--- config.mk ---
export PLATFORM = sky130hd
export DESIGN_NAME = adc_input_setup_register
export DESIGN_NICKNAME = d
export VERILOG_FILES = /design/src/rtl/adc_setup_pkg.sv /design/src/rtl/adc_input_setup_register.sv
export SDC_FILE = /design/constraint.sdc
export NUM_CORES = 1
export LEC_CHECK = 0
export ABC_AREA = 1
export BUFFER_PORTS_ARGS = -buffer_cell sky130_fd_sc_hd__buf_2
export CAP_MARGIN = 15
export CELL_PAD_IN_SITES_DETAIL_PLACEMENT = 1
export CELL_PAD_IN_SITES_GLOBAL_PLACEMENT = 1
export CORE_MARGIN = 4
export CORE_UTILIZATION = 40
export CTS_CLUSTER_SIZE = 20
export DETAILED_ROUTE_END_ITERATION = 6
export PLACE_DENSITY_LB_ADDON = 0.08
export REMOVE_ABC_BUFFERS = 1
export SLEW_MARGIN = 20
export SYNTH_ARGS = -nofsm -noshare
export SYNTH_HDL_FRONTEND = slang
export SYNTH_SLANG_ARGS = --single-unit
--- constraint.sdc ---
create_clock -name i_clk_sys -period 1.9 [get_ports i_clk_sys]
set_clock_uncertainty 0.1 [all_clocks]
set_input_delay 0.19 -clock i_clk_sys [delete_from_list [all_inputs] [get_ports i_clk_sys]]
set_output_delay 0.19 -clock i_clk_sys [all_outputs]
set_load 0.01 [all_outputs]
--- src/rtl/adc_setup_pkg.sv ---
// Constants for the converter input setup register block.
package adc_setup_pkg;
    // Register select code carried on the two upper data-bus bits.
    localparam logic [1:0] SETUP_SELECT_CODE = 2'h0;
    localparam int SELECT_LSB = 10;
    localparam int SELECT_MSB = 11;
    // Field positions inside the setup register.
    localparam int REF_SELECT_BIT = 0;
    localparam int MODE_BIT = 1;
    localparam int POWER_DOWN_BIT = 2;
    localparam int CHANNEL_PICK_LSB = 3;
    localparam int DIFF_COUNT_LSB = 5;
    localparam int SWEEP_ENABLE_BIT = 7;
    localparam int REF_CHECK_LSB = 8;
    // Reset value: only the low differential-count bit is set.
    localparam logic [9:0] SETUP_RESET = 10'h020;
    // Fill counter reset value.
    localparam logic [3:0] FILL_RESET = 4'h0;
endpackage

--- src/rtl/adc_input_setup_register.sv ---
// Input setup register, conversion pacing and samples-ready pulse.
`timescale 1ns/1ps
module adc_input_setup_register
    import adc_setup_pkg::*;
(
    input wire logic i_clk_sys,
    input wire logic i_sys_rst,
    input wire logic [11:0] i_data_bus,
    input wire logic i_write_n,
    input wire logic i_conversion_clock_in,
    input wire logic [3:0] i_trigger_level,
    output logic [9:0] o_setup_value,
    output logic o_reference_select,
    output logic o_single_mode,
    output logic o_power_down_bit,
    output logic [1:0] o_channel_pick,
    output logic [1:0] o_differential_count,
    output logic o_sweep_enable,
    output logic [1:0] o_reference_check,
    output logic o_hold_strobe,
    output logic o_fifo_write,
    output logic o_samples_ready_flag_n
);

    // ------------------------------------------------------------
    // State
    // ------------------------------------------------------------
    typedef struct packed {
        logic wr_s1;
        logic wr_s2;
        logic wr_prev;
        logic [11:0] data_s1;
        logic [11:0] data_s2;
        logic cc_s1;
        logic cc_s2;
        logic cc_prev;
        logic [9:0] setup;
        logic [3:0] fill_count;
        logic hold_strobe;
        logic fifo_write;
        logic ready_n;
    } state_t;

    state_t st;
    state_t next_st;

    // Rising edge of a synchronised level against its previous sample.
    function automatic logic rose(input logic prev, input logic cur);
        rose = cur & ~prev;
    endfunction

    // Falling edge of a synchronised level against its previous sample.
    function automatic logic fell(input logic prev, input logic cur);
        fell = prev & ~cur;
    endfunction

    // ------------------------------------------------------------
    // Next-state logic
    // ------------------------------------------------------------
    // Pins pass two flops first; the write is taken at the end of the
    // strobe so the data has settled through the same two stages.
    always_comb begin
        logic take_write;
        logic conv_edge;
        logic [3:0] level;
        logic [3:0] filled;
        take_write = 1'b0;
        conv_edge = 1'b0;
        level = 4'h0;
        filled = 4'h0;
        next_st = st;
        next_st.wr_s1 = i_write_n;
        next_st.wr_s2 = st.wr_s1;
        next_st.wr_prev = st.wr_s2;
        next_st.data_s1 = i_data_bus;
        next_st.data_s2 = st.data_s1;
        next_st.cc_s1 = i_conversion_clock_in;
        next_st.cc_s2 = st.cc_s1;
        next_st.cc_prev = st.cc_s2;
        next_st.hold_strobe = 1'b0;
        next_st.fifo_write = 1'b0;
        next_st.ready_n = 1'b1;

        // Writes are honoured in power down as well.
        take_write = rose(st.wr_prev, st.wr_s2) &&
            st.data_s2[SELECT_MSB:SELECT_LSB] == SETUP_SELECT_CODE;
        if (take_write) begin
            next_st.setup = st.data_s2[9:0];
        end

        // Powered down, edges on the conversion pin are ignored.
        conv_edge = fell(st.cc_prev, st.cc_s2) &&
            !st.setup[POWER_DOWN_BIT];
        if (conv_edge) begin
            next_st.fifo_write = 1'b1;
            // Single mode: the edge is a trigger and freezes every
            // selected input at once.
            next_st.hold_strobe = st.setup[MODE_BIT];
        end

        // A level of zero is not legal; treat it as one so the flag
        // can never stall forever.
        level = (i_trigger_level == 4'h0) ? 4'h1 : i_trigger_level;
        if (st.fifo_write) begin
            filled = st.fill_count + 4'h1;
            if (filled >= level) begin
                next_st.fill_count = FILL_RESET;
                // One-cycle low pulse, held off in test mode.
                next_st.ready_n = (st.setup[REF_CHECK_LSB +: 2] != 2'h0);
            end else begin
                next_st.fill_count = filled;
            end
        end
    end

    // ------------------------------------------------------------
    // State register
    // ------------------------------------------------------------
    always_ff @(posedge i_clk_sys or posedge i_sys_rst) begin
        if (i_sys_rst) begin
            st <= '0;
            st.wr_s1 <= 1'b1;
            st.wr_s2 <= 1'b1;
            st.wr_prev <= 1'b1;
            st.setup <= SETUP_RESET;
            st.ready_n <= 1'b1;
        end else begin
            st <= next_st;
        end
    end

    // ------------------------------------------------------------
    // Outputs, all straight from the state register
    // ------------------------------------------------------------
    // Field outputs steer the analog side; readback stays live in
    // power down.
    assign o_setup_value = st.setup;
    assign o_reference_select = st.setup[REF_SELECT_BIT];
    assign o_single_mode = st.setup[MODE_BIT];
    assign o_power_down_bit = st.setup[POWER_DOWN_BIT];
    assign o_channel_pick = st.setup[CHANNEL_PICK_LSB +: 2];
    assign o_differential_count = st.setup[DIFF_COUNT_LSB +: 2];
    assign o_sweep_enable = st.setup[SWEEP_ENABLE_BIT];
    assign o_reference_check = st.setup[REF_CHECK_LSB +: 2];
    assign o_hold_strobe = st.hold_strobe;
    assign o_fifo_write = st.fifo_write;
    assign o_samples_ready_flag_n = st.ready_n;
endmodule

==> flow_summary.toml <==
[status]
status = "finished clean"

[layout]
fin_nets = 216
syn2layout_area_growth_pct = 25.33
filler_cell_count = 453
mostFrequentLayoutCells = "buf_2 (42), dfrtp_1 (42), inv_1 (20)"
antenna_cells = 0
drive_gt1_frac = 0.3229

[grt]
grt_pass1_wl_mm = 5.326
grt_pass1_vias = 1182
antenna_found_initial = 0
gr-total-overflow = 0
grt_max_degree = 32
grtUsageTotal = 0.1326

[setup_path]
cp.required_ns = 2.02
cp-start-kind = "flip-flop"
crit_path_max_fanout = 5
crit_family = "adder cells"
cpPeakStageDelay_ns = 0.43
cp-end-kind = "flip-flop"
critPathMostFrequentCell = "nand2_1"
critPathBufInv = 0
crit_path_cell_trace = "ha_1, ha_1, nand2_1, nand2_1, nand2_1, nand3_2, o21bai_1"
path_class = "reg -> reg"
cp_slowest_cell = "dfrtp_1"
worstPathArrival_ns = 1.90

[sta]
hold_viol = 0
rsz0062_at_grt = "no"
post-route-min-period_ns = 1.780
setup_viol = 0
worstMarginPinSlew_ns = 0.6221
period_share = 0.9370
fmax_ghz = 0.5617
drv_slew = 0
slew_headroom = 0.5847
setup_tns_ns = 0

[clock_network]
clock_sinks = 47
root_buffer = "clkbuf_8"
cts_tree = "yes"
clk_pin_slew_ns = 0.09
cts_buffers = 5
clock_latency_ns = 0.30
cts_max_path_buffers = 2
htreeDepth = 2
post_cts_buffers = 0

[place]
portBuffers = 42
gp_congestion = 0.7341
dp_hpwl_mm = 2.281

[floorplan]
rows = 23
die_x_microns = 73.46
die_area_sq_um = 5396
ioPinCount = 43
initial_core_util = 0.4195
die_h_microns = 73.46
core_region_area_sq_um = 4086

[synthesis]
yosysSeqAreaShare = 0.6898
mappedNetlistArea_sq_um = 1714
ys_warn_count = 0
ys_types = 21
synth_cells = 143
synth.avg_cell_area_sq_um = 11.99
ys_ff_latch = 47

[pwr]
switchingPower_mw = 0.7323
fin_total_pwr_mw = 2.532
comb_power_share = 0.227
ir_drop_uv = 650.9
p_per_area_nw_per_um2 = 1179
p_seq_frac = 0.479
internal-power_mw = 1.800
p_leak_nw = 1.136
p_clk_frac = 0.294
switching_share = 0.2892

[hold_path]
holdCritPathClass = "reg -> reg"

[detailed_routing]
viasPerCell = 4.517
wl_mm = 3.187
vias = 1093
drt_iter0_drc = 28
ant_nets = 0
first_pass_iters = 3
wire_per_inst_microns = 13.17
drc = 0

[run]
maxCapViolCount = 0
-- cell usage after synthesis --
library cell	count	share of area
buf_4	16	0.070
nand3_1	4	0.012
nor3b_1	1	0.0044
ha_1	5	0.036
o21bai_1	3	0.013
o21bai_2	1	0.0066
a21oi_1	1	0.0029
nand3b_1	1	0.0044
nand2_1	18	0.039
dfstp_2	5	0.077
clkbuf_2	1	0.0029
inv_1	21	0.046
nor2_1	6	0.013
xor2_1	1	0.0051
and2_1	2	0.0073
clkbuf_1	1	0.0022
dfrtp_1	42	0.61
a31o_2	1	0.0051
nand4_1	2	0.0073
o21ai_0	10	0.029
buf_2	1	0.0029
-- registers in the layout (all words and copies together) (netlist names) --
signal,count
next_st,16
o_fifo_write,1
o_hold_strobe,1
o_samples_ready_flag_n,1
o_setup_value,10
st,18
-- power groups by stage --
stage / clock [mW] / sequential [mW] / combinational (mW)
6_report: 0.744 / 1.21 / 0.574
3_5_place_dp: 0 / 1.23 / 0.549
3_3_place_gp: 0 / 1.22 / 0.515
2_1_floorplan: 0 / 1.26 / 0.298
4_1_cts: 0.770 / 1.22 / 0.578
5_1_grt: 0.819 / 1.24 / 0.647
-- per-layer routing --
| layer | GRT usage | wire length [microns] | vias up |
|---|---|---|---|
| met5 | 0 | 0 | - |
| met4 | 0.03622 | 17 | 0 |
| met3 | 0.04925 | 181 | 2 |
| met2 | 0.2343 | 1719 | 30 |
| met1 | 0.1491 | 1269 | 543 |
| li1 | - | - | 518 |
-- cells by family after synthesis --
family,after synthesis,share of synthesized area
adder cells (fa/ha/maj),5,0.03650
AO/OA/AOI/OAI,16,0.05693
flip-flops,47,0.6898
XOR/XNOR,1,0.005110
buffers and inverters,40,0.1241
AND/OR/NAND/NOR,34,0.08759
-- area by class of cell --
type | instances | area, sq um | share of cell area
clock inverter | 2 | 35.03 | 0.01631
timing repair buffer | 60 | 382.9 | 0.1782
clock buffer | 6 | 82.58 | 0.03844
inverter | 21 | 78.83 | 0.03669
sequential | 47 | 1182 | 0.5504
tap | 50 | 62.56 | 0.02912
multi-input combinational | 56 | 324.1 | 0.1508
-- metrics by stage --
step	cell area, sq um	std cells	util	setup WS (ns)	hold WS, ns
4_1_cts	2143	242	0.5245	0.04709	0.2493
2_1_floorplan	1580	124	-	0.2530	0.09448
6_report	2148	242	0.5257	0.1196	0.2448
3_5_place_dp	1876	219	0.4590	0.07840	0.1972
5_1_grt	2148	242	0.5257	0.01140	0.2635
3_3_place_gp	1876	219	0.4590	0.1378	0.1923
-- repair_timing --
item                                   in CTS  in global routing
setup endpoints to repair                   0                  4
gates resized for setup                     0                  1
hold buffers                               15                  0
endpoints found under the hold margin      38                  0
-- final timing paths --
| kind | endpoint | slack, ns | cells past startpoint | startpoint |
|---|---|---|---|---|
| max in group asynchronous | o_setup_value[3]$_DFFE_PP0P_ | 0.66 | 4 | i_sys_rst |
| worst max-delay path | st[4]$_DFFE_PP0P_ | 0.12 | 7 | st[3]$_DFFE_PP0P_ |
| worst min-delay path | st[28]$_DFF_PP0_ | 0.24 | 0 | next_st[28]$_DFF_PP0_ |
| worst min register to register | st[28]$_DFF_PP0_ | 0.24 | 0 | next_st[28]$_DFF_PP0_ |
| min in group asynchronous | next_st[25]$_DFF_PP0_ | 0.41 | 3 | i_sys_rst |
| worst max register to register | st[4]$_DFFE_PP0P_ | 0.12 | 7 | st[3]$_DFFE_PP0P_ |
Note: power is estimated with default switching activity, not from simulation.
